[config.mk]
export PLATFORM = sky130hd
export DESIGN_NAME = asc_slot_config
export DESIGN_NICKNAME = d
export VERILOG_FILES = /design/src/shared/asc_pkg.sv /design/src/asc_slot_config.sv
export SDC_FILE = /design/constraint.sdc
export NUM_CORES = 1
export LEC_CHECK = 0
export BUFFER_PORTS_ARGS = -buffer_cell sky130_fd_sc_hd__buf_2
export CORE_MARGIN = 2
export CORE_UTILIZATION = 40
export DETAILED_ROUTE_END_ITERATION = 8
export MAX_ROUTING_LAYER = met4
export SYNTH_ARGS = -nofsm -noshare
export SYNTH_HDL_FRONTEND = slang
export SYNTH_SLANG_ARGS = --single-unit
[constraint.sdc]
create_clock -name clk -period 9.1 [get_ports clk]
set_input_delay 0.91 -clock clk [delete_from_list [all_inputs] [get_ports clk]]
set_output_delay 0.91 -clock clk [all_outputs]
set_load 0.01 [all_outputs]
[src/shared/asc_pkg.sv]
package asc_pkg;

  // register indices; byte address is four times the index
  localparam logic [5:0] IDX_CFG2     = 6'h09;
  localparam logic [5:0] IDX_CH1      = 6'h0B;
  localparam logic [5:0] IDX_CH2      = 6'h0C;
  localparam logic [5:0] IDX_CTRL     = 6'h10;
  localparam logic [5:0] IDX_IRQ_STAT = 6'h11;
  localparam logic [5:0] IDX_IRQ_CLR  = 6'h12;
  localparam logic [5:0] IDX_IRQ_EN   = 6'h13;
  localparam logic [5:0] IDX_STATE    = 6'h14;

  // serial_bus_config_two fields
  localparam int unsigned CFG2_CHAIN_BIT  = 7;
  localparam int unsigned CFG2_ERRDIS_BIT = 5;
  localparam int unsigned CFG2_RESDIS_BIT = 4;
  localparam logic [7:0]  CFG2_WMASK      = 8'hB0;
  localparam logic [7:0]  CFG2_RST        = 8'h00;

  // channel slot route fields
  localparam int unsigned CH_PIN_BIT  = 6;
  localparam logic [7:0]  CH_WMASK    = 8'h7F;
  localparam logic [7:0]  CH1_RST     = 8'h00;
  localparam logic [7:0]  CH2_RST     = 8'h01;

  // framing control fields
  localparam int unsigned CTRL_FMT_LSB  = 0;
  localparam int unsigned CTRL_FILL_BIT = 2;
  localparam logic [7:0]  CTRL_WMASK    = 8'h07;
  localparam logic [7:0]  CTRL_RST      = 8'h00;

  // interrupt layout
  localparam int unsigned IRQ_ERR_BIT    = 0;
  localparam int unsigned IRQ_RESUME_BIT = 1;
  localparam logic [1:0]  IRQ_RST        = 2'h0;

  // serial timing counts, in bit-clock cycles
  localparam int unsigned SLOT_BITS = 32;
  localparam logic [11:0] FRAME_MAX = 12'hFFF;

  typedef enum logic [1:0] {
    ASC_FMT_TDM,
    ASC_FMT_I2S,
    ASC_FMT_LJ
  } asc_fmt_t;

  function automatic logic [7:0] regAddr(input logic [5:0] idx);
    regAddr = {idx, 2'b00};
  endfunction

endpackage

[src/asc_slot_config.sv]
`timescale 1ns/1ps
// Functional notes
// - topology bit set chains devices; cleared means one shared serial bus.
// - bus errors are watched while check-disable bit is cleared, ignored when set.
// - resume bit clear restarts after error; set stays down until reprogrammed.
// - channel one pin bit picks primary output or general-purpose secondary pin.
// - in TDM, slot field n places the sample in time slot n.
// - in I2S/LJ, values 0-31 pick left slots, 32-63 pick right slots.
// - after reset channel one slot is zero and primary pin is selected.
// - unused bit-clock cycles drive zero or high impedance per fill setting.
module asc_slot_config (
  input  wire logic        clk,
  input  wire logic        sys_rst,
  input  wire logic        psel,
  input  wire logic        penable,
  input  wire logic        pwrite,
  input  wire logic [7:0]  paddr,
  input  wire logic [31:0] pwdata,
  output logic             pready,
  output logic [31:0]      prdata,
  output logic             pslverr,
  input  wire logic        bitClk,
  input  wire logic        frameSync,
  input  wire logic        chainIn,
  input  wire logic [31:0] chanOneSample,
  input  wire logic [31:0] chanTwoSample,
  output logic             primarySerialOut,
  output logic             primarySerialOutEnN,
  output logic             generalPinOne,
  output logic             generalPinOneEnN,
  output logic             busErrorFlag,
  output logic             irq
);
  import asc_pkg::*;

  logic [7:0]  cfg2_reg;
  logic [7:0]  ch1_reg;
  logic [7:0]  ch2_reg;
  logic [7:0]  ctrl_reg;
  logic [1:0]  irqStat_reg;
  logic [1:0]  irqEn_reg;
  logic        pready_reg;
  logic [31:0] prdata_reg;
  logic        pslverr_reg;
  logic [2:0]  bclkSync_reg;
  logic [2:0]  fsSync_reg;
  logic [1:0]  chainSync_reg;
  logic        fsPrev_reg;
  logic        rightHalf_reg;
  logic [10:0] bitCnt_reg;
  logic [11:0] frameCnt_reg;
  logic [11:0] lastLen_reg;
  logic        lastLenValid_reg;
  logic        frameSeen_reg;
  logic        errActive_reg;
  logic        halted_reg;
  logic        chainBit_reg;
  logic [31:0] ch1Sample_reg;
  logic [31:0] ch2Sample_reg;
  logic        primOut_reg;
  logic        primEnN_reg;
  logic        secOut_reg;
  logic        secEnN_reg;
  logic        irq_reg;

  // in I2S/LJ the top slot bit picks the half, the low five bits the slot
  function automatic logic slotHit(input asc_fmt_t fmt, input logic [5:0] slot,
                                   input logic [10:0] cnt, input logic right);
    case (fmt)
      ASC_FMT_I2S, ASC_FMT_LJ: slotHit = !cnt[10] && (right == slot[5])
                                         && (cnt[9:5] == slot[4:0]);
      default:                 slotHit = (cnt[10:5] == slot);
    endcase
  endfunction

  // bus decode
  wire        apbSetup  = psel & ~penable;
  wire        wrEn      = psel & penable & pwrite & pready_reg;
  wire        hitCfg2   = (paddr == regAddr(IDX_CFG2));
  wire        hitCh1    = (paddr == regAddr(IDX_CH1));
  wire        hitCh2    = (paddr == regAddr(IDX_CH2));
  wire        hitCtrl   = (paddr == regAddr(IDX_CTRL));
  wire        hitStat   = (paddr == regAddr(IDX_IRQ_STAT));
  wire        hitClr    = (paddr == regAddr(IDX_IRQ_CLR));
  wire        hitEn     = (paddr == regAddr(IDX_IRQ_EN));
  wire        hitState  = (paddr == regAddr(IDX_STATE));
  wire        hitAny    = hitCfg2 | hitCh1 | hitCh2 | hitCtrl | hitStat | hitClr
                          | hitEn | hitState;
  wire        cfgWrite  = wrEn & (hitCfg2 | hitCh1 | hitCh2 | hitCtrl);
  wire [7:0]  stateBits = {5'h00, lastLenValid_reg, halted_reg, errActive_reg};

  // read mux; the clear register is write-only and reads zero
  wire [7:0]  rdByte = hitCfg2  ? cfg2_reg :
                       hitCh1   ? ch1_reg :
                       hitCh2   ? ch2_reg :
                       hitCtrl  ? ctrl_reg :
                       hitStat  ? {6'h00, irqStat_reg} :
                       hitEn    ? {6'h00, irqEn_reg} :
                       hitState ? stateBits : 8'h00;

  // configuration fields
  wire        chainMode = cfg2_reg[CFG2_CHAIN_BIT];
  wire        errChkDis = cfg2_reg[CFG2_ERRDIS_BIT];
  wire        resumeDis = cfg2_reg[CFG2_RESDIS_BIT];
  wire        fillHiZ   = ctrl_reg[CTRL_FILL_BIT];
  wire        ch1Pin    = ch1_reg[CH_PIN_BIT];
  wire        ch2Pin    = ch2_reg[CH_PIN_BIT];
  wire asc_fmt_t fmt    = asc_fmt_t'(ctrl_reg[CTRL_FMT_LSB +: 2]);

  // link edges, seen only on the second synchroniser stage onward
  wire        bclkRise  = bclkSync_reg[1] & ~bclkSync_reg[2];
  wire        bclkFall  = ~bclkSync_reg[1] & bclkSync_reg[2];
  wire        fsLevel   = fsSync_reg[1];
  wire        fsRose    = bclkRise & fsLevel & ~fsPrev_reg;
  wire        fsFell    = bclkRise & ~fsLevel & fsPrev_reg;
  wire        isTdm     = (fmt != ASC_FMT_I2S) && (fmt != ASC_FMT_LJ);
  wire        frameStart = (fmt == ASC_FMT_I2S) ? fsFell : fsRose;
  wire        halfStart  = isTdm ? fsRose : (fsRose | fsFell);
  wire        rightNext  = (fmt == ASC_FMT_I2S) ? fsLevel : ~fsLevel;

  // error checks: frame length change or a missing frame sync
  wire        lenBad    = frameStart & lastLenValid_reg & (frameCnt_reg != lastLen_reg);
  wire        overrun   = bclkRise & ~frameStart & (frameCnt_reg == FRAME_MAX);
  wire        errDetect = ~errChkDis & (lenBad | overrun);
  wire        goodFrame = frameStart & lastLenValid_reg & (frameCnt_reg == lastLen_reg);
  wire        resumeEvt = goodFrame & errActive_reg & ~errDetect;
  wire        runOk     = ~errActive_reg & ~halted_reg;

  // slot selection per channel and pin
  wire        ch1Hit    = slotHit(fmt, ch1_reg[5:0], bitCnt_reg, rightHalf_reg);
  wire        ch2Hit    = slotHit(fmt, ch2_reg[5:0], bitCnt_reg, rightHalf_reg);
  wire [4:0]  bitSel    = ~bitCnt_reg[4:0]; // msb first within a slot
  wire        ch1Bit    = ch1Sample_reg[bitSel];
  wire        ch2Bit    = ch2Sample_reg[bitSel];
  wire        p1        = runOk & ch1Hit & ~ch1Pin;
  wire        p2        = runOk & ch2Hit & ~ch2Pin;
  wire        s1        = runOk & ch1Hit & ch1Pin;
  wire        s2        = runOk & ch2Hit & ch2Pin;
  wire        pass      = runOk & chainMode & ~p1 & ~p2;
  wire        primNext  = p1 ? ch1Bit : p2 ? ch2Bit : pass ? chainBit_reg : 1'b0;
  wire        primEnNx  = (p1 | p2 | pass) ? 1'b0 : fillHiZ;
  wire        secNext   = s1 ? ch1Bit : s2 ? ch2Bit : 1'b0;
  wire        secEnNx   = (s1 | s2) ? 1'b0 : fillHiZ;

  wire [1:0]  clrMask   = (wrEn & hitClr) ? pwdata[1:0] : 2'h0;
  wire [1:0]  irqEvt    = {resumeEvt, errDetect};

  // apb slave: one wait-free access, answer prepared in the setup cycle
  always_ff @(posedge clk or posedge sys_rst) begin
    if (sys_rst) begin
      pready_reg  <= 1'b0;
      prdata_reg  <= 32'h0000_0000;
      pslverr_reg <= 1'b0;
    end else begin
      pready_reg  <= apbSetup;
      prdata_reg  <= apbSetup ? {24'h00_0000, rdByte} : prdata_reg;
      pslverr_reg <= apbSetup & ~hitAny;
    end
  end

  // configuration registers; reserved bits are masked to zero on write
  always_ff @(posedge clk or posedge sys_rst) begin
    if (sys_rst) begin
      cfg2_reg  <= CFG2_RST;
      ch1_reg   <= CH1_RST;
      ch2_reg   <= CH2_RST;
      ctrl_reg  <= CTRL_RST;
      irqEn_reg <= IRQ_RST;
    end else if (wrEn) begin
      if (hitCfg2) cfg2_reg <= pwdata[7:0] & CFG2_WMASK;
      if (hitCh1) ch1_reg <= pwdata[7:0] & CH_WMASK;
      if (hitCh2) ch2_reg <= pwdata[7:0] & CH_WMASK;
      if (hitCtrl) ctrl_reg <= pwdata[7:0] & CTRL_WMASK;
      if (hitEn) irqEn_reg <= pwdata[1:0];
    end
  end

  // sticky events: a new event beats a clear in the same cycle
  always_ff @(posedge clk or posedge sys_rst) begin
    if (sys_rst) begin
      irqStat_reg <= IRQ_RST;
      irq_reg     <= 1'b0;
    end else begin
      irqStat_reg <= (irqStat_reg & ~clrMask) | irqEvt;
      irq_reg     <= |(irqStat_reg & irqEn_reg);
    end
  end

  // synchronisers for the link pins
  always_ff @(posedge clk or posedge sys_rst) begin
    if (sys_rst) begin
      bclkSync_reg  <= 3'h0;
      fsSync_reg    <= 3'h0;
      chainSync_reg <= 2'h0;
    end else begin
      bclkSync_reg  <= {bclkSync_reg[1:0], bitClk};
      fsSync_reg    <= {fsSync_reg[1:0], frameSync};
      chainSync_reg <= {chainSync_reg[0], chainIn};
    end
  end

  // framing counters on bit-clock rising edges; counts saturate, not wrap
  always_ff @(posedge clk or posedge sys_rst) begin
    if (sys_rst) begin
      fsPrev_reg       <= 1'b0;
      rightHalf_reg    <= 1'b0;
      bitCnt_reg       <= 11'h7FF;
      frameCnt_reg     <= 12'h000;
      lastLen_reg      <= 12'h000;
      lastLenValid_reg <= 1'b0;
      frameSeen_reg    <= 1'b0;
      chainBit_reg     <= 1'b0;
    end else if (bclkRise) begin
      fsPrev_reg   <= fsLevel;
      chainBit_reg <= chainSync_reg[1];
      if (halfStart) begin
        bitCnt_reg    <= 11'h000;
        rightHalf_reg <= ~isTdm & rightNext;
      end else if (bitCnt_reg != 11'h7FF) begin
        bitCnt_reg <= bitCnt_reg + 11'h001;
      end
      if (frameStart) begin
        frameCnt_reg     <= 12'h001;
        lastLen_reg      <= frameCnt_reg;
        frameSeen_reg    <= 1'b1;
        // the part frame before the first sync is never learned as a length
        lastLenValid_reg <= frameSeen_reg && (frameCnt_reg != FRAME_MAX);
      end else if (frameCnt_reg != FRAME_MAX) begin
        frameCnt_reg <= frameCnt_reg + 12'h001;
      end
    end
  end

  // error and power-down state; a fresh error beats a clearing frame
  always_ff @(posedge clk or posedge sys_rst) begin
    if (sys_rst) begin
      errActive_reg <= 1'b0;
      halted_reg    <= 1'b0;
    end else begin
      errActive_reg <= errDetect | (errActive_reg & ~goodFrame);
      halted_reg    <= (errDetect & resumeDis) | (halted_reg & ~cfgWrite);
    end
  end

  // samples are taken once per frame so a slot never mixes two words
  always_ff @(posedge clk or posedge sys_rst) begin
    if (sys_rst) begin
      ch1Sample_reg <= 32'h0000_0000;
      ch2Sample_reg <= 32'h0000_0000;
    end else if (frameStart) begin
      ch1Sample_reg <= chanOneSample;
      ch2Sample_reg <= chanTwoSample;
    end
  end

  // pins change on bit-clock falling edges for the host to sample on rising
  always_ff @(posedge clk or posedge sys_rst) begin
    if (sys_rst) begin
      primOut_reg <= 1'b0;
      primEnN_reg <= 1'b1;
      secOut_reg  <= 1'b0;
      secEnN_reg  <= 1'b1;
    end else if (bclkFall) begin
      primOut_reg <= primNext;
      primEnN_reg <= primEnNx;
      secOut_reg  <= secNext;
      secEnN_reg  <= secEnNx;
    end
  end

  assign pready              = pready_reg;
  assign prdata              = prdata_reg;
  assign pslverr             = pslverr_reg;
  assign primarySerialOut    = primOut_reg;
  assign primarySerialOutEnN = primEnN_reg;
  assign generalPinOne       = secOut_reg;
  assign generalPinOneEnN    = secEnN_reg;
  assign busErrorFlag        = errActive_reg;
  assign irq                 = irq_reg;
endmodule

# ---- After elaboration in Yosys (flattened, before gate mapping)
# Cells that the tools add are included.
dict set report classes {
  multipliers 0
  n_eq_ne 23
  div 0
  order_cmp 1
  bitwise 72
  n_shift 0
  addsub 2
  n_reduce_logical 20
  n_mux 28
}
# cell count
set ops {}
lappend ops {{$eq 8x7->1 const B} 5}
lappend ops {{$and 1x1->1} 35}
lappend ops {{$eq 8x6->1 const B} 3}
lappend ops {{$mux 12} 2}
lappend ops {{$mux 11} 2}
lappend ops {{$not 1->1} 18}
lappend ops {{$reduce_and 2->1} 9}
lappend ops {{$mux 1} 14}
lappend ops {{$mux 7} 2}
lappend ops {{$or 1x1->1} 14}
lappend ops {{$add 12x1->12 const B} 1}
lappend ops {{$eq 12x12->1} 1}
lappend ops {{$eq 12x12->1 const B} 1}
lappend ops {{$eq 6x6->1} 2}
lappend ops {{$mux 3} 4}
lappend ops {{$ne 12x12->1} 1}
lappend ops {{$ne 12x12->1 const B} 1}
lappend ops {{$add 11x1->11 const B} 1}
lappend ops {{$ne 11x11->1 const B} 1}
lappend ops {{$bmux 1 s5} 2}
lappend ops {{$eq 5x5->1} 2}
lappend ops {{$mux 8} 1}
lappend ops {{$logic_and 1x1->1} 6}
lappend ops {{$lt 5x6->1 const B} 1}
lappend ops {{13 further kinds} 17}
dict set report totals {
  rom_bits 0
  regBits 152
  memories 0
  latch_bits 0
  ram_bits 0
  inputBits 112
}

# ---- Longest topological paths before layout
# Gate-level depths: netlist of run 1.
dict set report logic_depth {
  ltp_word 13
  mapped_depth 8
  depth_no_buf 8
}

# ---- Worst setup path before layout of run 1
# OpenSTA, ideal clock, no wires.
dict set report synth_path {
  path_type {input -> register}
  startpoint {in paddr[1]}
  endpoint {reg ch2_reg[1]}
  path_stages 6
  path_slack_ns 6.610
  t_arrival_ns 2.365
  required_ns 8.975
  cell_sequence {nor4_1 -> and4_1 -> clkbuf_1 -> and2_1 -> buf_2 -> mux2_2}
}
dict set report synth_via {
  elab_chain_cells 2
}
# item line_no
set synth_rtl {}
lappend synth_rtl {{start: declaration} asc_slot_config.sv:17} ;# input wire logic [7:0] paddr,
lappend synth_rtl {{$eq 8x6->1} asc_slot_config.sv:81} ;# wire hitCh2 = (paddr == regAddr(IDX_CH2));
lappend synth_rtl {{$reduce_and 2->1 (no line)} n/a}
lappend synth_rtl {{end signal: assignment} asc_slot_config.sv:172} ;# if (hitCh2) ch2_reg <= pwdata[7:0] & CH_WMASK;
lappend synth_rtl {{end: declaration} asc_slot_config.sv:38} ;# logic [7:0] ch2_reg;
# Every way passes these cells.
# A chain may end at the register's enable or synchronous reset.

# ---- Final worst setup path of run 1
dict set report layout_path {
  startpoint {reg ctrl_reg[0]}
  endpoint {reg halted_reg}
}
dict set report layout_via {
  elab_chain_cells 9
}
# item line_no
set layout_rtl {}
lappend layout_rtl {{start: declaration} asc_slot_config.sv:39} ;# logic [7:0] ctrl_reg;
lappend layout_rtl {{start signal: assignment} asc_slot_config.sv:173} ;# if (hitCtrl) ctrl_reg <= pwdata[7:0] & CTRL_WMASK;
lappend layout_rtl {{$eq 2x1->1 (*)} asc_slot_config.sv:117} ;# wire frameStart = (fmt == ASC_FMT_I2S) ? fsFell : fsRose;
lappend layout_rtl {{$mux 1 (*)} asc_slot_config.sv:117}
lappend layout_rtl {{$not 1->1} asc_slot_config.sv:123} ;# wire overrun = bclkRise & ~frameStart & (frameCnt_reg == FRAME_MAX);
lappend layout_rtl {{$and 1x1->1 (2 in a row)} asc_slot_config.sv:123}
lappend layout_rtl {{$or 1x1->1 (*)} asc_slot_config.sv:124} ;# wire errDetect = ~errChkDis & (lenBad | overrun);
lappend layout_rtl {{$and 1x1->1 (*)} asc_slot_config.sv:124}
lappend layout_rtl {{$and 1x1->1 (*)} asc_slot_config.sv:241} ;# halted_reg <= (errDetect & resumeDis) | (halted_reg & ~cfgWrite);
lappend layout_rtl {{$or 1x1->1 (*)} asc_slot_config.sv:241}
lappend layout_rtl {{end signal: assignment} asc_slot_config.sv:241}
lappend layout_rtl {{end: declaration} asc_slot_config.sv:56} ;# logic halted_reg;
# Mark *: on every way between the ends. The rest lies on a longest branch, timed or not.

==> results of run 1 <==
path summary, 6_finish.rpt:
| kind | cells after the start | to | from |
|---|---|---|---|
| setup / recovery | 7 | halted_reg | ctrl_reg[0] |
| hold / removal | 0 | bclkSync_reg[1] | bclkSync_reg[0] |
| setup reg to reg | 7 | halted_reg | ctrl_reg[0] |
| hold reg to reg | 0 | bclkSync_reg[1] | bclkSync_reg[0] |
| max in group asynchronous | 3 | prdata[1] | sys_rst |
| min in group asynchronous | 2 | frameCnt_reg[5] | sys_rst |
cells by family (layout without fill, tap and decap cells):
kind of cell               count (synthesis)  count (layout)
and+or+nand+nor                          161             161
DFF                                      152             152
muxes                                    125             125
buffers and inverters                     68             149
AOI/OAI and AO/OA                         64              64
xor gates and xnor gates                  41              41
adders and majority gates                  3               3
other                                      1              24
through the flow:
step | hold slack (ns) | power, W | worst slack, ns | utilization, %
after detailed placement | 0.345 | 0.00132 | 6.21 | 44.3
after CTS | 0.358 | 0.00196 | 6.19 | 47.2
after global routing | 0.369 | 0.00204 | 6.07 | 47.2
after floorplan | 0.331 | 0.00121 | 4.12 | -
final | 0.356 | 0.00193 | 6.28 | 47.2
after global placement | 0.343 | 0.00130 | 6.24 | 44.3
cell usage in the layout, fill, tap and decap left out, types with 4 or more instances in the layout:
master     synthesis  final
dfrtp_1          138    138
buf_2             15    103
mux2_2            86     86
nand2_1           41     41
nor2_1            36     36
xnor2_1           33     33
conb_1             1     24
clkbuf_16          0     17
mux2_1            15     15
nor3_1            14     14
nand3_1           14     14
dfstp_2           14     14
mux2i_1           13     13
inv_1             13     12
o21ai_0           12     12
nand4_1           11     11
nor2b_1            9      9
mux4_2             9      9
nand2b_1           8      8
a21oi_1            8      8
nor4_1             8      8
xor2_1             8      8
a22o_1             7      7
clkinv_2           0      5
and4_1             4      4
o22ai_1            4      4
a221oi_1           4      4
layout make-up:
type	instances	share of cell area, %
Multi-Input combinational cell	418	38.6
Clock buffer	20	5.37
Sequential cell	152	44.9
Clock inverter	11	0.868
Timing Repair Buffer	105	6.23
Inverter	13	0.632
Tap cell	229	3.37
power by group:
group / total (W) / internal, W / switching (W)
sequential: 0.000911 / 0.000793 / 0.000119
combinational: 0.000382 / 0.000222 / 0.000160
clock: 0.000636 / 0.000360 / 0.000276
per-layer routing:
| metal | part of all wire (%) | wire [um] | vias up |
|---|---|---|---|
| met1 | 46 | 6990 | 2441 |
| met5 | 0 | 0 | - |
| met4 | 1.8 | 265 | 0 |
| li1 | - | - | 2333 |
| met3 | 4.8 | 720 | 18 |
| met2 | 47 | 7120 | 149 |
==> results.md, run 1 <==
* Critical Path, Cell by Cell: ha_1 > or3b_1 > a21oi_4 > buf_4 > or4b_1 > a21oi_1 > a22o_1
* Synth top area share at 46.7%
* #FFs+latches synth at 152
* Chip width at roughly 140 um
* Total grt overflow at 0
* Crit end category: flop
* Routed WL per cell at 15.9 um
* Commonest cells post-synth: dfrtp_1, mux2_2, nand2_1
* Largest delay share family, worst path: buffers and inverters
* CTS tree: yes
* Post-synthesis compound-gate area fraction at 6.21%
* Hold_buf cts at 0
* Maximum vdd drop at 0.149 mV
* Synth Area in Adders at 0.508%
* Longest Clk Path Bufs at 2
* Synth Area in XOR/XNOR at under 10%
* Final instance area at 0.00851 mm2
* Seq/Total Area, Yosys at 51.7%
* Unique cell type count in the Yosys netlist at 57
* Post-DP HPWL at approximately 11000 um
* First-pass GRT wire length at ~25000 um
* Measured slew at the worst slew-check pin at roughly 1.1 ns
* Vias/cell at 5.21
* Placed Area at 0.00798 mm2
* Busiest grt layer: met2
* Max Freq at approximately 350 MHz
* Syn Area/Cell at about 12 um2
* Max-slew violation count at 0
* Detailed-route wire length at 15100 um
* H-tree levels at 4
* M2 GR Usage at 26.1%
* Cells after DPL at ~920
* Max-cap violations at 0
* First DRT Iteration DRCs at 280
* EDFF count, synth at 0
* Vias in the first global route at roughly 5100
* I/O Pins at 152
* CP bufs+invs at 1
* First-pass iteration count of the detailed router at 4
* Multi-input gate area in the final layout at roughly 0.0033 mm2
* Total number of vias at slightly below 5000
* Yosys top cell by area: dfrtp_1
* CORE AREA at around 0.018 mm2
* Final setup vio count at 0
* Mapped Area at 0.00739 mm2
* Worst skew pair latency at 0.42 ns
* Initial antenna violation count at 0
* Initial Util at 41.0%
* Residual DRC at 0
* Final min period at 2.82 ns
* RePlAce Congestion at approximately 0.85
* Reg area at 0.00382 mm2
* Sinks on Clock Net at 152
* Post-CTS Setup Inserts at 0
* Clk slew on worst S/H paths at around 0.060 ns
* CTS resizes at 0
* Worst setup SP type: flop
* Fillcell total at 1692
* Skew final at 0.00697 ns
* Pwr dens at 227 mW/mm2
* Final Cycle Share at 31.0%
* Nets at 822
* Simple-gate share of the synthesized area at 11.0%
* Post-synthesis mux area share at approximately 20%
* Grt met1 use at roughly a fifth
* Class of the most critical setup path: flop to flop
* Largest net degree at the start of global routing at 95
* Layout cells sized above 1 at 34.5%
* Num CTS Buffers at 17
* Min-delay worst type: flop to flop
* M3 GR Usage at ~4%
* Synth Warn # at 0
* Final hold viol count at 0
* Synthesized instance count at about 600
* CP max-delay cell: buf_4
* Port Buffer Count at slightly above 100
* Non-filler cells, final at about 950
* CP arrival at ~3.1 ns
* R2R setup slack at 6.28 ns
* Layout area overhead at 15.1%
* Post-route ant nets at 0
* Critical Path Fanout Max at 94
* Worst EP required at 9.41 ns
* RSZ-0062 raised after global routing: no
* Antenna cell count at 0
* Die Y at 140 um
* Status: finished clean
* P_leak at 3.78 nW
* Most frequent cell after synthesis: dfrtp_1
* # rows at 49
* Main combinational cell family by area after synthesis: multiplexers
* Ys async rst share at 100%
* Root buffer cell: clkbuf_16
* Max transition margin at about a quarter
* Tot GR Track Use at 16.6%
* Setup TNS Final at 0 ns
* Primary FF master, synth: dfrtp_1
* Synth area leaders: dfrtp_1, mux2_2, dfstp_2, xnor2_1, mux4_2
* Die area at 0.0196 mm2
* Worst path max stage delay at 0.83 ns
No activity file was read; power rests on OpenSTA's default activity.
==> run 2, diff against run 1 <==
Clock period 9.1 ns to 2.9 ns, I/O delays scaled along.
==> results.md, run 2 (same netlist as run 1, synthesis figures left out) <==
* CP max-delay cell: dfstp_2 (was buf_4)
* Vias/cell at 5.21 (about the same)
* CP arrival at 2.83 ns (was 3.13 ns)
* Total grt overflow at 0 (unchanged)
* Final setup vio count at 0 (unchanged)
* Clk slew on worst S/H paths at 0.06 ns (about the same)
* H-tree levels at 4 (unchanged)
* First-pass iteration count of the detailed router at 6 (was 4)
* Root buffer cell: clkbuf_16 (unchanged)
* Status: finished clean (unchanged)
* Max-cap violations at 0 (unchanged)
* Chip width at 140 um (unchanged)
* Nets at 832 (was 822)
* Pint at 0.00456 W (was 0.00137 W)
* Total number of vias at 4992 (was 4941)
* Post-route ant nets at 0 (unchanged)
* CTS tree: yes (unchanged)
* Vias in the first global route at 5061 (was 5080)
* DR WL met3 at 887 um (was 720 um)
* Critical Path Fanout Max at 21 (was 94)
* Final min period at 2.51 ns (was 2.82 ns)
* Worst EP required at 3.21 ns (was 9.41 ns)
* Worst setup SP type: flop (unchanged)
* First-pass GRT wire length at 25400 um (was 25200 um)
* Sw Ratio at 27.4% (was 28.7%)
* Longest Clk Path Bufs at 2 (unchanged)
* Worst slack, placed at 0.329 ns (was 6.21 ns)
* Final instance area at 0.00867 mm2 (was 0.00851 mm2)
* Post-DP HPWL at 10800 um (about the same)
* Final Cycle Share at 86.7% (was 31.0%)
* Maximum vdd drop at 0.537 mV (was 0.149 mV)
* Antenna cell count at 0 (unchanged)
* Placed Area at 0.00806 mm2 (was 0.00798 mm2)
* CORE AREA at 0.0180 mm2 (unchanged)
* Largest net degree at the start of global routing at 153 (was 95)
* Setup TNS Final at 0 ns (unchanged)
* Measured slew at the worst slew-check pin at 0.843 ns (was 1.11 ns)
* Routed WL per cell at 15.8 um (was 15.9 um)
* Detailed-route wire length at 15200 um (was 15100 um)
* Reg power frac at 44.6% (was 47.2%)
* Tot GR Track Use at 16.7% (was 16.6%)
* P_leak at 3.86 nW (was 3.78 nW)
* Fillcell total at 1652 (was 1692)
* Max transition margin at 43.8% (was 25.8%)
* Wire length on met2 at 7050 um (was 7120 um)
* Max Freq at 398 MHz (was 354 MHz)
* Clock power share at 34.7% (was 33.0%)
* Initial Util at 41.0% (unchanged)
* Layout area overhead at 17.2% (was 15.1%)
* Worst skew pair latency at 0.43 ns (was 0.42 ns)
* Max-slew violation count at 0 (unchanged)
* Comb pwr share at 20.7% (was 19.8%)
* Class of the most critical setup path: flop to flop (unchanged)
* Sinks on Clock Net at 152 (unchanged)
* First DRT Iteration DRCs at 278 (was 280)
* Commonest non-fill, non-tap cell in the layout: dfrtp_1 (unchanged)
* Min-delay worst type: input pin to async pin (was flop to flop)
* Most frequent cells in the layout: dfrtp_1, buf_2, mux2_2, nand2_1, nor2_1 (unchanged)
* Total power at 0.00628 W (was 0.00193 W)
* Uppermost layer routed: met4 (unchanged)
* Die area at 0.0196 mm2 (unchanged)
* Worst path max stage delay at 0.87 ns (was 0.83 ns)
* RSZ-0062 raised after global routing: no (unchanged)
* Die Y at 140 um (unchanged)
* Post-CTS Setup Inserts at 0 (unchanged)
* Critical Path, Cell by Cell: mux4_1 > mux2i_1 > a221oi_1 > a221o_1 > a211o_1 > a22o_1 (was ha_1 > or3b_1 > a21oi_4 > buf_4 > or4b_1 > a21oi_1 > a22o_1)
* RePlAce Congestion at 0.844 (was 0.852)
* # rows at 49 (unchanged)
* I/O Pins at 152 (unchanged)
* Layout cells sized above 1 at 34.8% (was 34.5%)
* Hold_buf cts at 3 (was 0)
* CTS resizes at 0 (unchanged)
* Skew final at 0.00828 ns (was 0.00697 ns)
* Num CTS Buffers at 17 (unchanged)
* Final hold viol count at 0 (unchanged)
* WL met1 at 6860 um (was 6990 um)
* Port Buffer Count at 103 (unchanged)
* Residual DRC at 0 (unchanged)
* Initial antenna violation count at 0 (unchanged)
* Pwr dens at 725 mW/mm2 (was 227 mW/mm2)
* Hold WS at 0.0354 ns (was 0.356 ns)
* Crit end category: flop (unchanged)
* Sw Pwr at 0.00172 W (was 0.000554 W)
* Final worst slack at 0.385 ns (was 6.28 ns)
## run 2: changes by cell type in the layout (fill, tap and decap cells not counted), sizes merged
| cell | before | now |
|---|---|---|
| clkbuf | 20 | 23 |
| bufinv | 0 | 2 |
| buf | 105 | 112 |
| clkinv | 6 | 4 |
| dlygate4sd3 | 0 | 3 |
| inv | 15 | 12 |
## run 2: path summary, 6_finish.rpt
path,depth (start not counted),slack (ns),startpoint,endpoint
min in group clk,2,0.08,chanOneSample[0],ch1Sample_reg[0]
min reg2reg,0,0.36,bclkSync_reg[0],bclkSync_reg[1]
min,3,0.04,sys_rst,ch1Sample_reg[29]
max in group asynchronous,3,2.20,sys_rst,pslverr
max reg2reg,6,0.39,bitCnt_reg[2],primarySerialOut
max,6,0.39,bitCnt_reg[2],primarySerialOut
## run 2: power by group through the flow
stage / Clock [W] / Sequential [W] / Combinational, W
global placement: 0 / 0.00283 / 0.00128
detailed placement: 0 / 0.00285 / 0.00131
finish: 0.00218 / 0.00280 / 0.00130
CTS: 0.00224 / 0.00281 / 0.00132
global route: 0.00233 / 0.00287 / 0.00143
floorplan: 0 / 0.00269 / 0.00110
## run 2: final cells by class
| cell class | count | area (um2) | share of cell area [%] |
|---|---|---|---|
| clock buffers | 23 | 488 | 5.63 |
| multi-input cells | 418 | 3290 | 37.9 |
| well taps | 229 | 287 | 3.31 |
| clock inverters | 8 | 95.1 | 1.10 |
| inverters | 13 | 52.6 | 0.606 |
| repair buffers | 115 | 638 | 7.36 |
| flip-flops and latches | 152 | 3820 | 44.1 |
## run 2: per-layer routing
metal / vias up / global-route usage (%)
met5: - / -
met4: 0 / 7.11
met3: 29 / 3.93
met2: 168 / 25.4
met1: 2435 / 21.6
li1: 2360 / -
## run 2: worst max-delay path, delay by kind of cell, from the launching register on
family / cells / cell delay [ns]
AOI/OAI and AO/OA: 4 / 0.91
DFF: 1 / 0.87
muxes: 2 / 0.62
## run 2: stage by stage
step	utilization, %	std cells
final	48.1	958
after global placement	44.7	924
after global routing	48.1	958
after detailed placement	44.7	924
after CTS	48.1	958
after floorplan	-	638
==> run 3, diff against run 2 <==
Settings changed: CORE_ASPECT_RATIO from default to 1.5, REMOVE_ABC_BUFFERS from default to 1.
==> results.md, run 3 (same netlist as run 1, synthesis figures left out) <==
* Routed WL per cell at 16.2 um (was 15.8 um)
* Max-slew violation count at 0 (unchanged)
* Hold WS at -0.0153 ns (was 0.0354 ns)
* P_leak at 3.90 nW (was 3.86 nW)
* Worst EP required at 3.20 ns (was 3.21 ns)
* Max-cap violations at 0 (unchanged)
* Num CTS Buffers at 17 (unchanged)
* Placed Area at 0.00806 mm2 (about the same)
* Post-route ant nets at 0 (unchanged)
* Port Buffer Count at 103 (unchanged)
* Sinks on Clock Net at 152 (unchanged)
* Tot GR Track Use at 16.9% (was 16.7%)
* I/O Pins at 152 (unchanged)
* Die Y at 171 um (was 140 um)
* Max transition margin at 52.6% (was 43.8%)
* Total power at 0.00658 W (was 0.00628 W)
* First-pass GRT wire length at 25500 um (was 25400 um)
* RSZ-0062 raised after global routing: no (unchanged)
* Nets at 834 (was 832)
* Final hold viol count at 21 (was 0)
* Largest net degree at the start of global routing at 79 (was 153)
* Pwr dens at 752 mW/mm2 (was 725 mW/mm2)
* Class of the most critical setup path: flop to flop (unchanged)
* Antenna cell count at 0 (unchanged)
* Root buffer cell: clkbuf_16 (unchanged)
* Initial antenna violation count at 0 (unchanged)
* Clk slew on worst S/H paths at 0.06 ns (about the same)
* Maximum vdd drop at 0.482 mV (was 0.537 mV)
* Vias/cell at 5.22 (was 5.21)
* Commonest non-fill, non-tap cell in the layout: dfrtp_1 (unchanged)
* Critical Path Fanout Max at 24 (was 21)
* Final setup vio count at 0 (unchanged)
* First-pass iteration count of the detailed router at 4 (was 6)
* Detailed-route wire length at 15300 um (was 15200 um)
* Chip width at 115 um (was 140 um)
* Vias in the first global route at 5216 (was 5061)
* Failing checks: negative hold slack
* Max Freq at 382 MHz (was 398 MHz)
* RePlAce Congestion at 0.815 (was 0.844)
* Total number of vias at 4948 (was 4992)
* CORE AREA at 0.0180 mm2 (about the same)
* First DRT Iteration DRCs at 237 (was 278)
* Final min period at 2.62 ns (was 2.51 ns)
* Reg2reg path depth at 6 (unchanged)
* Initial Util at 41.0% (about the same)
* Status: complete, but fails checks (was finished clean)
* CTS tree: yes (unchanged)
* Final Cycle Share at 90.2% (was 86.7%)
* Crit end category: flop (unchanged)
* Worst setup SP type: flop (unchanged)
* CTS resizes at 0 (unchanged)
* Worst skew pair latency at 0.42 ns (was 0.43 ns)
* CP arrival at 2.92 ns (was 2.83 ns)
* # rows at 60 (was 49)
* Final instance area at 0.00875 mm2 (was 0.00867 mm2)
* Longest Clk Path Bufs at 2 (unchanged)
* Post-DP HPWL at 11200 um (was 10800 um)
* Min-delay worst type: input pin to async pin (unchanged)
* Layout area overhead at 18.3% (was 17.2%)
* H-tree levels at 4 (unchanged)
* Total grt overflow at 0 (unchanged)
* Measured slew at the worst slew-check pin at 0.711 ns (was 0.843 ns)
* Residual DRC at 0 (unchanged)
* Skew final at 0.00565 ns (was 0.00828 ns)
* Most frequent cells in the layout: dfrtp_1, buf_2, mux2_2, nand2_1, nor2_1 (unchanged)
* Layout cells sized above 1 at 35.2% (was 34.8%)
* Die area at 0.0196 mm2 (about the same)
==> run 3: timing repair <==
action	CTS	global route
buffers inserted	0	0
hold buffers	3	0
endpoints found under the hold margin	3	0
==> run 3: final cells by class <==
cell class	instances	area, um2
Inverter	13	53.8
Timing Repair Buffer	117	653
Fill cell	1655	9270
Tap cell	217	272
Sequential cell	152	3820
Clock inverter	12	224
Clock buffer	18	439
Multi-Input combinational cell	418	3290
==> run 3: where the power goes <==
| group | internal, W | switching, W |
|---|---|---|
| clock | 0.00163 | 0.000850 |
| sequential | 0.00249 | 0.000329 |
| combinational | 0.000737 | 0.000552 |
| total | 0.00485 | 0.00173 |
==> run 3: stage by stage <==
stage	util (%)	hold slack, ns	TNS (ns)	instances	setup slack (ns)
2_1_floorplan	-	0.321	-311.25	583	-1.85
3_3_place_gp	44.7	0.340	0	914	0.409
3_5_place_dp	44.7	0.342	0	914	0.362
4_1_cts	48.6	0.0208	0	947	0.247
5_1_grt	48.6	0.0409	0	947	0.183
6_report	48.6	-0.0153	0	947	0.283
==> run 3: per-layer routing <==
layer,track usage (%),vias to the layer above,routed length [um]
li1,-,2349,-
met1,19.5,2441,6270
met2,29.3,146,8220
met3,3.86,12,651
met4,5.08,0,184
met5,-,-,0
==> run 3: final timing paths <==
kind / end / slack [ns] / start
worst max-delay path: primarySerialOut / 0.28 / bitCnt_reg[2]
worst min-delay path: ch1Sample_reg[22] / -0.02 / sys_rst
worst max register to register: primarySerialOut / 0.28 / bitCnt_reg[2]
worst min register to register: chainSync_reg[1] / 0.35 / chainSync_reg[0]
max in group asynchronous: ch2Sample_reg[13] / 2.07 / sys_rst
min in group clk: ch2Sample_reg[17] / 0.09 / chanTwoSample[17]
==> run 3: critical path: stages, from the launching register on <==
cell and delay, ns:
dfstp_2 0.90, nor2b_1 0.12, a2111oi_0 0.52, a221oi_1 0.12, a221o_1 0.41, a211o_1 0.27
a22o_1 0.18
